--- src/design/hdt_pkg.sv ---
// Purpose: Shared constants and types for the haptic drive and thermal supervisor
// Assumes: 8-bit register port, 10 MHz core clock
// Notes: Temperatures are whole degrees Celsius from the sensor front end
package hdt_pkg;

  localparam int CLK_HZ = 10_000_000;
  localparam int LOW_OSC_HZ_DEF = 32_000;

  // Register map, word addresses on the plain register port
  localparam logic [3:0] ADDR_CTRL = 4'h0;
  localparam logic [3:0] ADDR_AMP = 4'h1;
  localparam logic [3:0] ADDR_SQUELCH = 4'h2;
  localparam logic [3:0] ADDR_GAIN = 4'h3;
  localparam logic [3:0] ADDR_BW = 4'h4;
  localparam logic [3:0] ADDR_STATUS = 4'h5;

  // Control register fields
  localparam int CTRL_LOAD_LSB = 0;
  localparam int CTRL_SRC_BIT = 2;
  localparam int CTRL_RANGE_BIT = 3;
  localparam int CTRL_CONT_BIT = 4;

  // Status register fields
  localparam int STAT_SHORT_BIT = 0;
  localparam int STAT_WARN_BIT = 1;
  localparam int STAT_ALARM_BIT = 2;
  localparam int STAT_SQUELCH_BIT = 3;

  // Reset values
  localparam logic [7:0] CTRL_RST = 8'h00;
  localparam logic [7:0] AMP_RST = 8'h00;
  localparam logic [6:0] SQUELCH_RST = 7'h02;
  localparam logic [3:0] GAIN_RST = 4'h4;
  localparam logic [3:0] BW_RST = 4'h3;

  // Load selection codes
  localparam logic [1:0] LOAD_OFF = 2'h0;
  localparam logic [1:0] LOAD_RESONANT = 2'h1;
  localparam logic [1:0] LOAD_ROTATING = 2'h2;

  // Timing counts
  localparam logic [9:0] SQUELCH_PERIODS = 10'h200;
  localparam logic [10:0] THERM_INTERVAL_TICKS = 11'h400;

  // Thermal levels in degrees Celsius
  localparam logic [7:0] WARN_TEMP = 8'h78;
  localparam logic [7:0] ALARM_TEMP = 8'h9B;

  // Amplitude arithmetic
  localparam int CODE_MAX = 127;
  localparam int DUTY_SPAN = 254;
  localparam int GAIN_NUM = 1135;
  localparam int GAIN_DEN = 1000;
  localparam int GAIN_UNIT = 4;

  typedef struct packed {
    logic [1:0] load;
    logic source;
    logic range;
    logic cont;
    logic signed [7:0] amp;
    logic [6:0] squelch;
    logic [3:0] gain;
    logic [3:0] bw;
  } hdt_cfg_s;

  typedef struct packed {
    logic squelched;
    logic alarm;
    logic warn;
    logic short_flag;
  } hdt_stat_s;

  typedef enum logic [1:0] {
    TH_IDLE = 2'b00,
    TH_WAIT = 2'b01
  } hdt_therm_e;

  function automatic logic signed [7:0] hdt_sat8(input int v);
    if (v > CODE_MAX) begin
      return 8'sh7F;
    end else if (v < -CODE_MAX) begin
      return -8'sh7F;
    end
    return 8'(v);
  endfunction

endpackage

--- src/design/hdt_duty_decoder.sv ---
// Purpose: Turn high time and period of the drive input into a signed code
// Assumes: Counts are taken over one full input period
// Notes: A zero period yields code -127
`timescale 1ns/1ps
module hdt_duty_decoder import hdt_pkg::*; #(
  parameter int CW = 16
) (
  input wire logic [CW-1:0] high_cycles_in,
  input wire logic [CW-1:0] period_cycles_in,
  output logic signed [7:0] drive_code_out
);

  int q;

  // Half duty maps to zero, each 1/254 of duty moves one step
  always_comb begin
    q = 0;
    if (period_cycles_in != '0) begin
      q = (DUTY_SPAN * int'(high_cycles_in)) / int'(period_cycles_in);
    end
    drive_code_out = hdt_sat8(q - CODE_MAX);
  end

endmodule

--- src/design/hdt_haptic_thermal.sv ---
// Purpose: Haptic drive control and thermal supervisor
// Assumes: Drive input and short detector are asynchronous pins
// Notes: Temperature samples arrive from the sensor front end on request
// How it works
// - Nonzero load select enables haptics, zero disables
// - Load 10 rotating mass, 01 resonant carrier
// - Source bit picks input pin or register
// - Duty decoded to signed code each period
// - Rotating load squelches after 513 periods/ticks
// - Resonant envelope squelches after 513 carrier periods
// - Level is code/127 times 1.135 times gain/4
// - Drive level slew limited before the DAC
// - Register amplitude resampled at low oscillator rate, at pin rises when resonant
// - Resonant register mode uses pin for carrier
// - Short current grounds outputs, resumes when cleared
// - Periodic measurement when active, postponed during conversions
// - Continuous bit measures always, ignoring conversions
// - Warning and alarm flags from fixed levels
// - Alarm halts touch, proximity and haptics
// - Shutdown discards results, restarts cycling conversions
// - Haptics resume at once after shutdown
`timescale 1ns/1ps
module hdt_haptic_thermal import hdt_pkg::*; #(
  parameter int LOW_OSC_HZ = LOW_OSC_HZ_DEF,
  parameter int CW = 16
) (
  input wire logic clk_in,
  input wire logic arst_n_in,
  input wire logic [3:0] reg_addr_in,
  input wire logic [7:0] reg_wdata_in,
  input wire logic reg_wr_in,
  input wire logic reg_rd_in,
  output logic [7:0] reg_rdata_out,
  input wire logic drive_pwm_in,
  input wire logic short_detect_in,
  input wire logic touch_active_in,
  input wire logic prox_active_in,
  input wire logic adc_busy_in,
  input wire logic [7:0] temp_value_in,
  input wire logic temp_valid_in,
  output logic temp_measure_out,
  output logic signed [7:0] dac_code_out,
  output logic motor_drive_en_out,
  output logic thermal_shutdown_out,
  output logic conversion_restart_out
);

  localparam int LOW_DIV = CLK_HZ / LOW_OSC_HZ;
  localparam int DW = $clog2(LOW_DIV + 1);

  ////////////////////////////////////////////////////////////////////////////
  // Pin synchronisers and low oscillator tick

  logic pwm_s1, pwm_s2, pwm_d;
  logic short_s1, short_s2;
  logic [DW-1:0] div_cnt, next_div_cnt;
  logic low_tick, next_low_tick;
  logic pwm_rise;

  always_comb begin
    next_div_cnt = div_cnt + DW'(1);
    next_low_tick = 1'b0;
    if (div_cnt == DW'(LOW_DIV - 1)) begin
      next_div_cnt = '0;
      next_low_tick = 1'b1;
    end
  end

  always_ff @(posedge clk_in or negedge arst_n_in) begin
    if (!arst_n_in) begin
      pwm_s1 <= 1'b0;
      pwm_s2 <= 1'b0;
      pwm_d <= 1'b0;
      short_s1 <= 1'b0;
      short_s2 <= 1'b0;
      div_cnt <= '0;
      low_tick <= 1'b0;
    end else begin
      pwm_s1 <= drive_pwm_in;
      pwm_s2 <= pwm_s1;
      pwm_d <= pwm_s2;
      short_s1 <= short_detect_in;
      short_s2 <= short_s1;
      div_cnt <= next_div_cnt;
      low_tick <= next_low_tick;
    end
  end

  assign pwm_rise = pwm_s2 & ~pwm_d;

  ////////////////////////////////////////////////////////////////////////////
  // Register port

  hdt_cfg_s cfg, next_cfg;
  hdt_stat_s stat;
  logic [7:0] rdata, next_rdata;

  always_comb begin
    next_cfg = cfg;
    next_rdata = 8'h00;
    if (reg_wr_in) begin
      case (reg_addr_in)
        ADDR_CTRL: begin
          next_cfg.load = reg_wdata_in[CTRL_LOAD_LSB +: 2];
          next_cfg.source = reg_wdata_in[CTRL_SRC_BIT];
          next_cfg.range = reg_wdata_in[CTRL_RANGE_BIT];
          next_cfg.cont = reg_wdata_in[CTRL_CONT_BIT];
        end
        ADDR_AMP: next_cfg.amp = reg_wdata_in;
        ADDR_SQUELCH: next_cfg.squelch = reg_wdata_in[6:0];
        ADDR_GAIN: next_cfg.gain = reg_wdata_in[3:0];
        ADDR_BW: next_cfg.bw = reg_wdata_in[3:0];
        default: next_cfg = cfg;
      endcase
    end
    if (reg_rd_in) begin
      case (reg_addr_in)
        ADDR_CTRL: begin
          next_rdata[CTRL_LOAD_LSB +: 2] = cfg.load;
          next_rdata[CTRL_SRC_BIT] = cfg.source;
          next_rdata[CTRL_RANGE_BIT] = cfg.range;
          next_rdata[CTRL_CONT_BIT] = cfg.cont;
        end
        ADDR_AMP: next_rdata = cfg.amp;
        ADDR_SQUELCH: next_rdata = {1'b0, cfg.squelch};
        ADDR_GAIN: next_rdata = {4'h0, cfg.gain};
        ADDR_BW: next_rdata = {4'h0, cfg.bw};
        ADDR_STATUS: next_rdata = {4'h0, stat};
        default: next_rdata = 8'h00;
      endcase
    end
  end

  always_ff @(posedge clk_in or negedge arst_n_in) begin
    if (!arst_n_in) begin
      cfg.load <= CTRL_RST[CTRL_LOAD_LSB +: 2];
      cfg.source <= CTRL_RST[CTRL_SRC_BIT];
      cfg.range <= CTRL_RST[CTRL_RANGE_BIT];
      cfg.cont <= CTRL_RST[CTRL_CONT_BIT];
      cfg.amp <= AMP_RST;
      cfg.squelch <= SQUELCH_RST;
      cfg.gain <= GAIN_RST;
      cfg.bw <= BW_RST;
      rdata <= 8'h00;
    end else begin
      cfg <= next_cfg;
      rdata <= next_rdata;
    end
  end

  ////////////////////////////////////////////////////////////////////////////
  // Drive input measurement and amplitude code

  logic [CW-1:0] high_cnt, next_high_cnt, per_cnt, next_per_cnt;
  logic signed [7:0] pwm_code, code, next_code;
  logic carrier, next_carrier;
  logic haptic_on, resonant, hold;

  hdt_duty_decoder #(
    .CW(CW)
  ) u_duty (
    .high_cycles_in(high_cnt),
    .period_cycles_in(per_cnt),
    .drive_code_out(pwm_code)
  );

  assign haptic_on = cfg.load != LOAD_OFF;
  assign resonant = cfg.load == LOAD_RESONANT;

  // Counters saturate so a stalled pin cannot wrap into a false duty
  always_comb begin
    next_high_cnt = high_cnt;
    next_per_cnt = per_cnt;
    next_carrier = carrier;
    next_code = code;
    if (pwm_rise) begin
      next_high_cnt = CW'(1);
      next_per_cnt = CW'(1);
      next_carrier = ~carrier;
    end else begin
      if (per_cnt != '1) begin
        next_per_cnt = per_cnt + CW'(1);
      end
      if (pwm_s2 && high_cnt != '1) begin
        next_high_cnt = high_cnt + CW'(1);
      end
    end
    if (!cfg.source) begin
      if (pwm_rise) begin
        next_code = pwm_code;
      end
    end else if (resonant) begin
      if (pwm_rise) begin
        next_code = cfg.amp;
      end
    end else if (low_tick) begin
      next_code = cfg.amp;
    end
    if (!haptic_on) begin
      next_carrier = 1'b0;
    end
  end

  always_ff @(posedge clk_in or negedge arst_n_in) begin
    if (!arst_n_in) begin
      high_cnt <= '0;
      per_cnt <= '0;
      carrier <= 1'b0;
      code <= 8'sh00;
    end else begin
      high_cnt <= next_high_cnt;
      per_cnt <= next_per_cnt;
      carrier <= next_carrier;
      code <= next_code;
    end
  end

  ////////////////////////////////////////////////////////////////////////////
  // Squelch, scaling and output stage

  logic [9:0] sq_cnt, next_sq_cnt;
  logic sq_event, in_band, squelched;
  logic [6:0] mag;
  logic signed [7:0] target, level;
  logic signed [7:0] dac, next_dac;
  logic drive_en, next_drive_en;

  function automatic logic signed [7:0] scale_code(input logic signed [7:0] c,
                                                   input logic [3:0] g);
    int p;
    p = (int'(c) * int'(g) * GAIN_NUM) / (GAIN_DEN * GAIN_UNIT);
    return hdt_sat8(p);
  endfunction

  assign mag = code[7] ? 7'(-code) : code[6:0];
  assign in_band = mag <= cfg.squelch;
  assign squelched = sq_cnt > SQUELCH_PERIODS;

  always_comb begin
    if (resonant) begin
      sq_event = pwm_rise & carrier;
    end else if (cfg.source) begin
      sq_event = low_tick;
    end else begin
      sq_event = pwm_rise;
    end
    next_sq_cnt = sq_cnt;
    if (!in_band || !haptic_on) begin
      next_sq_cnt = 10'h000;
    end else if (sq_event && !squelched) begin
      next_sq_cnt = sq_cnt + 10'h001;
    end
  end

  assign target = squelched ? 8'sh00 : scale_code(code, cfg.gain);

  hdt_slew_limiter u_slew (
    .clk_in(clk_in),
    .arst_n_in(arst_n_in),
    .clear_in(hold),
    .step_tick_in(low_tick),
    .target_in(target),
    .step_in({1'b0, cfg.bw} + 5'h01),
    .level_out(level)
  );

  // Faults release straight back into normal drive, no host action
  assign hold = ~haptic_on | short_s2 | thermal_shutdown_out;

  always_comb begin
    next_drive_en = ~hold;
    next_dac = 8'sh00;
    if (!hold) begin
      next_dac = (resonant && !carrier) ? 8'(-level) : level;
    end
  end

  always_ff @(posedge clk_in or negedge arst_n_in) begin
    if (!arst_n_in) begin
      sq_cnt <= 10'h000;
      dac <= 8'sh00;
      drive_en <= 1'b0;
    end else begin
      sq_cnt <= next_sq_cnt;
      dac <= next_dac;
      drive_en <= next_drive_en;
    end
  end

  ////////////////////////////////////////////////////////////////////////////
  // Thermal supervisor

  hdt_therm_e th_state, next_th_state;
  logic [10:0] th_cnt, next_th_cnt;
  logic pending, next_pending;
  logic warn, next_warn, alarm, next_alarm;
  logic meas, next_meas, restart, next_restart;
  logic monitor_on;

  assign monitor_on = cfg.cont | haptic_on | touch_active_in | prox_active_in;

  always_comb begin
    next_th_state = th_state;
    next_th_cnt = th_cnt;
    next_pending = pending;
    next_warn = warn;
    next_alarm = alarm;
    next_meas = 1'b0;
    if (!monitor_on) begin
      next_th_state = TH_IDLE;
      next_th_cnt = 11'h000;
      next_pending = 1'b0;
      next_warn = 1'b0;
      next_alarm = 1'b0;
    end else begin
      if (low_tick) begin
        next_th_cnt = th_cnt + 11'h001;
        if (th_cnt == THERM_INTERVAL_TICKS - 11'h001) begin
          next_th_cnt = 11'h000;
          next_pending = 1'b1;
        end
      end
      case (th_state)
        TH_IDLE: begin
          // A busy converter only delays the sample when not continuous
          if (pending && (cfg.cont || !adc_busy_in)) begin
            next_meas = 1'b1;
            next_pending = 1'b0;
            next_th_state = TH_WAIT;
          end
        end
        TH_WAIT: begin
          if (temp_valid_in) begin
            next_warn = temp_value_in > WARN_TEMP;
            next_alarm = temp_value_in > ALARM_TEMP;
            next_th_state = TH_IDLE;
          end
        end
        default: next_th_state = TH_IDLE;
      endcase
    end
    next_restart = alarm & ~next_alarm;
  end

  always_ff @(posedge clk_in or negedge arst_n_in) begin
    if (!arst_n_in) begin
      th_state <= TH_IDLE;
      th_cnt <= 11'h000;
      pending <= 1'b0;
      warn <= 1'b0;
      alarm <= 1'b0;
      meas <= 1'b0;
      restart <= 1'b0;
    end else begin
      th_state <= next_th_state;
      th_cnt <= next_th_cnt;
      pending <= next_pending;
      warn <= next_warn;
      alarm <= next_alarm;
      meas <= next_meas;
      restart <= next_restart;
    end
  end

  always_comb begin
    stat.short_flag = haptic_on & short_s2;
    stat.warn = warn;
    stat.alarm = alarm;
    stat.squelched = haptic_on & squelched;
  end

  assign reg_rdata_out = rdata;
  assign temp_measure_out = meas;
  assign dac_code_out = dac;
  assign motor_drive_en_out = drive_en;
  assign thermal_shutdown_out = alarm;
  assign conversion_restart_out = restart;

endmodule

--- src/design/hdt_slew_limiter.sv ---
// Purpose: Rate limit the drive level ahead of the 8-bit DAC
// Assumes: step_tick_in is a one-cycle pulse
// Notes: clear_in drops the level to zero at once, faults must not ramp
`timescale 1ns/1ps
module hdt_slew_limiter import hdt_pkg::*; (
  input wire logic clk_in,
  input wire logic arst_n_in,
  input wire logic clear_in,
  input wire logic step_tick_in,
  input wire logic signed [7:0] target_in,
  input wire logic [4:0] step_in,
  output logic signed [7:0] level_out
);

  logic signed [7:0] level;
  logic signed [7:0] next_level;
  logic signed [9:0] diff;
  logic signed [9:0] stp;
  logic signed [9:0] lvl_w;

  always_comb begin
    lvl_w = {{2{level[7]}}, level};
    stp = {5'h00, step_in};
    diff = {{2{target_in[7]}}, target_in} - lvl_w;
    next_level = level;
    if (clear_in) begin
      next_level = 8'sh00;
    end else if (step_tick_in) begin
      if (diff > stp) begin
        next_level = 8'(lvl_w + stp);
      end else if (diff < -stp) begin
        next_level = 8'(lvl_w - stp);
      end else begin
        next_level = target_in;
      end
    end
  end

  always_ff @(posedge clk_in or negedge arst_n_in) begin
    if (!arst_n_in) begin
      level <= 8'sh00;
    end else begin
      level <= next_level;
    end
  end

  assign level_out = level;

endmodule

--- config.mk ---
export PLATFORM = sky130hd
export DESIGN_NAME = hdt_haptic_thermal
export DESIGN_NICKNAME = d
export VERILOG_FILES = /design/src/design/hdt_pkg.sv /design/src/design/hdt_duty_decoder.sv /design/src/design/hdt_haptic_thermal.sv /design/src/design/hdt_slew_limiter.sv
export SDC_FILE = /design/constraint.sdc
export NUM_CORES = 2
export LEC_CHECK = 0
export BUFFER_PORTS_ARGS = -buffer_cell sky130_fd_sc_hd__buf_2
export CAP_MARGIN = 20
export CORE_ASPECT_RATIO = 1.4
export CORE_UTILIZATION = 35
export DETAILED_ROUTE_END_ITERATION = 8
export GPL_TIMING_DRIVEN = 1
export PLACE_DENSITY = 0.52
export SLEW_MARGIN = 10
export SYNTH_ARGS = -nofsm -noshare
export SYNTH_HDL_FRONTEND = slang
export SYNTH_SLANG_ARGS = --single-unit
--- constraint.sdc ---
create_clock -name clk_in -period 101.4 [get_ports clk_in]
set_input_delay 15.21 -clock clk_in [delete_from_list [all_inputs] [get_ports clk_in]]
set_output_delay 15.21 -clock clk_in [all_outputs]
set_load 0.02 [all_outputs]
==> run_results.csv <==
group,metric,value,unit
outcome,outcome,"finished clean",
clocking,cts.sinks,136,
timing,finalHoldViolCount,0,
clocking,numCtsBuffers,17,
synth,yosys.area_share.xor_xnor,7.46,%
layout,nets,6491,
worst_setup_path,rr_worst_depth,461,
job,drv_cap,0,
floorplan,coreArea,0.121,mm2
min_path,hold_class,"reg -> reg",
routing,drcViolationCount,0,
routing,wire_per_inst,19.2,um
clocking,clkTransAtPathRegs,0.07,ns
worst_setup_path,critPathKind,"reg -> reg",
worst_setup_path,critPathMaxFanout,32,
worst_setup_path,crit_start,"high_cnt[6]$_DFFE_PN0P_",
layout,drive_above_1_share,11.1,%
synth,synth_sequential_area_ratio,7.93,%
routing,vias_per_cell,5.81,
worst_setup_path,cp.arrival,95.33,ns
global_routing,grt_pass1_wl,225,mm
routing,drt_first_pass_iters,5,
global_routing,grt.total_usage,22.2,%
worst_setup_path,cp.required,101.76,ns
layout,fillers,12728,
synth,synth_top_family_by_area,"compound AO/OA/AOI/OAI gates",
worst_setup_path,crit_top_cell,"o21a_1",
synth,syn_area,0.0430,mm2
place,dp_hpwl,113,mm
timing,timing.slew.headroom,27.6,%
global_routing,antenna_found_initial,4,
clocking,htree_levels,4,
layout,fin_cells,7356,
routing,routed_wl,141,mm
routing,ant_nets,0,
synth,ys.flop_type,"dfrtp_1",
place,port_buffers,49,
place,placed_area,0.0452,mm2
timing,tightest_slew,1.09,ns
floorplan,dieArea,0.124,mm2
synth,synth.mux.area_fraction,5.00,%
synth,ys_ff_latch,136,
layout,syn_to_final_growth,9.04,%
clocking,clockRootBuffer,"clkbuf_16",
synth,ys_types,130,
worst_setup_path,rr_endpoint,"code[7]$_DFFE_PN0P_",
worst_setup_path,worst_path_largest_cell_delay,0.62,ns
timing,finalCritPeriodShare,93.7,%
synth,netlist_instances,5688,
synth,synth-simple-area-share,23.3,%
timing,final.setup.tns,0,ns
global_routing,grt-ovfl-total,0,
timing,skew,0.0196,ns
global_routing,grt_pass1_vias,41916,
clocking,clock_latency,0.49,ns
worst_setup_path,crit_slowest_cell,"or4_4",
floorplan,die_h,417,um
global_routing,grt_start_max_net_pins,68,
worst_setup_path,worstSetupStartpointType,"register",
synth,synth_async_sr_flop_share,100,%
place,globalplace.congestion,0.904,
floorplan,io_pins,50,
layout,fin_area,0.0469,mm2
worst_setup_path,timing.rr.start,"high_cnt[6]$_DFFE_PN0P_",
worst_setup_path,crit_end,"code[7]$_DFFE_PN0P_",
timing,period_needed,94.97,ns
synth,yosysWarnings,0,
floorplan,fp.dieW,298,um
clocking,cts.path.max_buffers,2,
timing,timing.fmax,10.5,MHz
timing,finalSetupViolations,0,
floorplan,start_util,35.4,%
synth,syn_avg_cell_area,7.56,um2
worst_setup_path,regToRegSetupSlack,6.43,ns
floorplan,fp-row-count,151,
clocking,hold_buffers,0,
synth,synth_compound_area_share,27.6,%
place,dp_cells,7283,
routing,vias,42705,
synth,synth-adder-area-share,23.5,%
synth,synth_edf_count,0,
layout,fin_util,38.6,%
routing,drtIter0Drc,2540,
worst_setup_path,crit_path_end_kind,"register",
timing,drv_slew,0,
clocking,tritoncts,"yes",
## registers in the layout, indices dropped and copies added (netlist names), 9 cells and up
signal,count
cfg,28
div_cnt,9
high_cnt,16
per_cnt,16
sq_cnt,10
th_cnt,11
## per-stage QoR
stage          worst slack, ns  hold slack (ns)
2_1_floorplan             5.98            0.331
6_report                  6.43            0.351
3_5_place_dp            -0.207            0.336
3_3_place_gp              1.56            0.336
4_1_cts                 0.0730            0.353
5_1_grt                 -0.190            0.372
## worst min-delay path by stage
| stage | start | to | slack, ns | depth (start not counted) |
|---|---|---|---|---|
| after global placement | short_s1$_DFF_PN0_ | short_s2$_DFF_PN0_ | 0.34 | 0 |
| after detailed placement | short_s1$_DFF_PN0_ | short_s2$_DFF_PN0_ | 0.34 | 0 |
| final | short_s1$_DFF_PN0_ | short_s2$_DFF_PN0_ | 0.35 | 0 |
| after CTS | short_s1$_DFF_PN0_ | short_s2$_DFF_PN0_ | 0.35 | 0 |
| after global routing | short_s1$_DFF_PN0_ | short_s2$_DFF_PN0_ | 0.37 | 0 |
| after floorplan | pwm_s1$_DFF_PN0_ | pwm_s2$_DFF_PN0_ | 0.33 | 0 |
## layer usage
metal | wire, um | vias up | GRT usage, % | part of all wire (%)
met5 | 0 | - | 0 | 0
met2 | 74400 | 806 | 42.8 | 53
met4 | 4290 | 0 | 7.38 | 3.0
li1 | - | 21126 | - | -
met3 | 4010 | 236 | 1.36 | 2.8
met1 | 58800 | 20537 | 25.6 | 42
## logic make-up (layout without fill, tap and decap cells)
logic type | Yosys count | in the layout
AOI/OAI and AO/OA | 1691 | 1692
xor gates and xnor gates | 366 | 366
adders and majority gates | 731 | 731
buffers and inverters | 561 | 614
DFF | 136 | 136
muxes | 195 | 195
other | 1 | 9
and+or+nand+nor | 2007 | 2007
## synthesized netlist by cell type, types with 71 or more instances
cell / number / area, um2
a21o_1: 161 / 1210
xnor2_1: 238 / 2080
inv_1: 405 / 1520
ha_1: 596 / 7460
dfrtp_1: 132 / 3300
clkbuf_1: 85 / 319
mux2_2: 130 / 1460
and2_1: 79 / 494
o21ai_0: 216 / 1080
a31oi_1: 71 / 444
o31ai_1: 90 / 676
fa_1: 129 / 2580
nand3_1: 161 / 806
or2_2: 71 / 444
nor2_1: 528 / 1980
nand2_1: 416 / 1560
nor3_1: 276 / 1380
a21oi_1: 394 / 1970
o21a_1: 198 / 1490
xor2_1: 128 / 1120
## placed cells by master (no fill, tap or decap), types with 71 or more instances in the layout
cell type    n
ha_1       595
nor2_1     520
nand2_1    411
inv_1      398
a21oi_1    371
nor3_1     267
xnor2_1    237
o21ai_0    207
o21a_1     198
a21o_1     160
nand3_1    156
mux2_2     130
fa_1       129
xor2_1     128
dfrtp_1    127
buf_4      118
o31ai_1     88
and2_1      79
or2_2       71
## layout make-up
class	instances	area [um2]	area share, %
Timing Repair Buffer	174	1190	2.54
Antenna cell	1	2.50	0.00534
Clock inverter	15	161	0.344
Tap cell	1606	2010	4.29
Inverter	408	1530	3.27
Sequential cell	136	3410	7.29
Multi-Input combinational cell	4999	38100	81.4
Clock buffer	17	425	0.908
## critical path: cells and delay by family (launching register included)
kind / cells / cell delay (ns)
fa+ha+maj: 37 / 12.62
simple gates: 111 / 19.83
buf+inv: 29 / 4.34
flops: 1 / 0.44
compound gates: 275 / 55.17
mux: 7 / 1.92
xor+xnor: 2 / 0.42
## what timing repair did
item	in CTS	in global routing
gates cloned	0	3
gates resized for setup	3	150
pin swaps	0	19
setup buffers	0	36
endpoints found under the setup margin	8	8
Power is left out: the tool's default activity adds up to more than one toggle a clock period on the data nets, which glitch-free logic cannot reach.
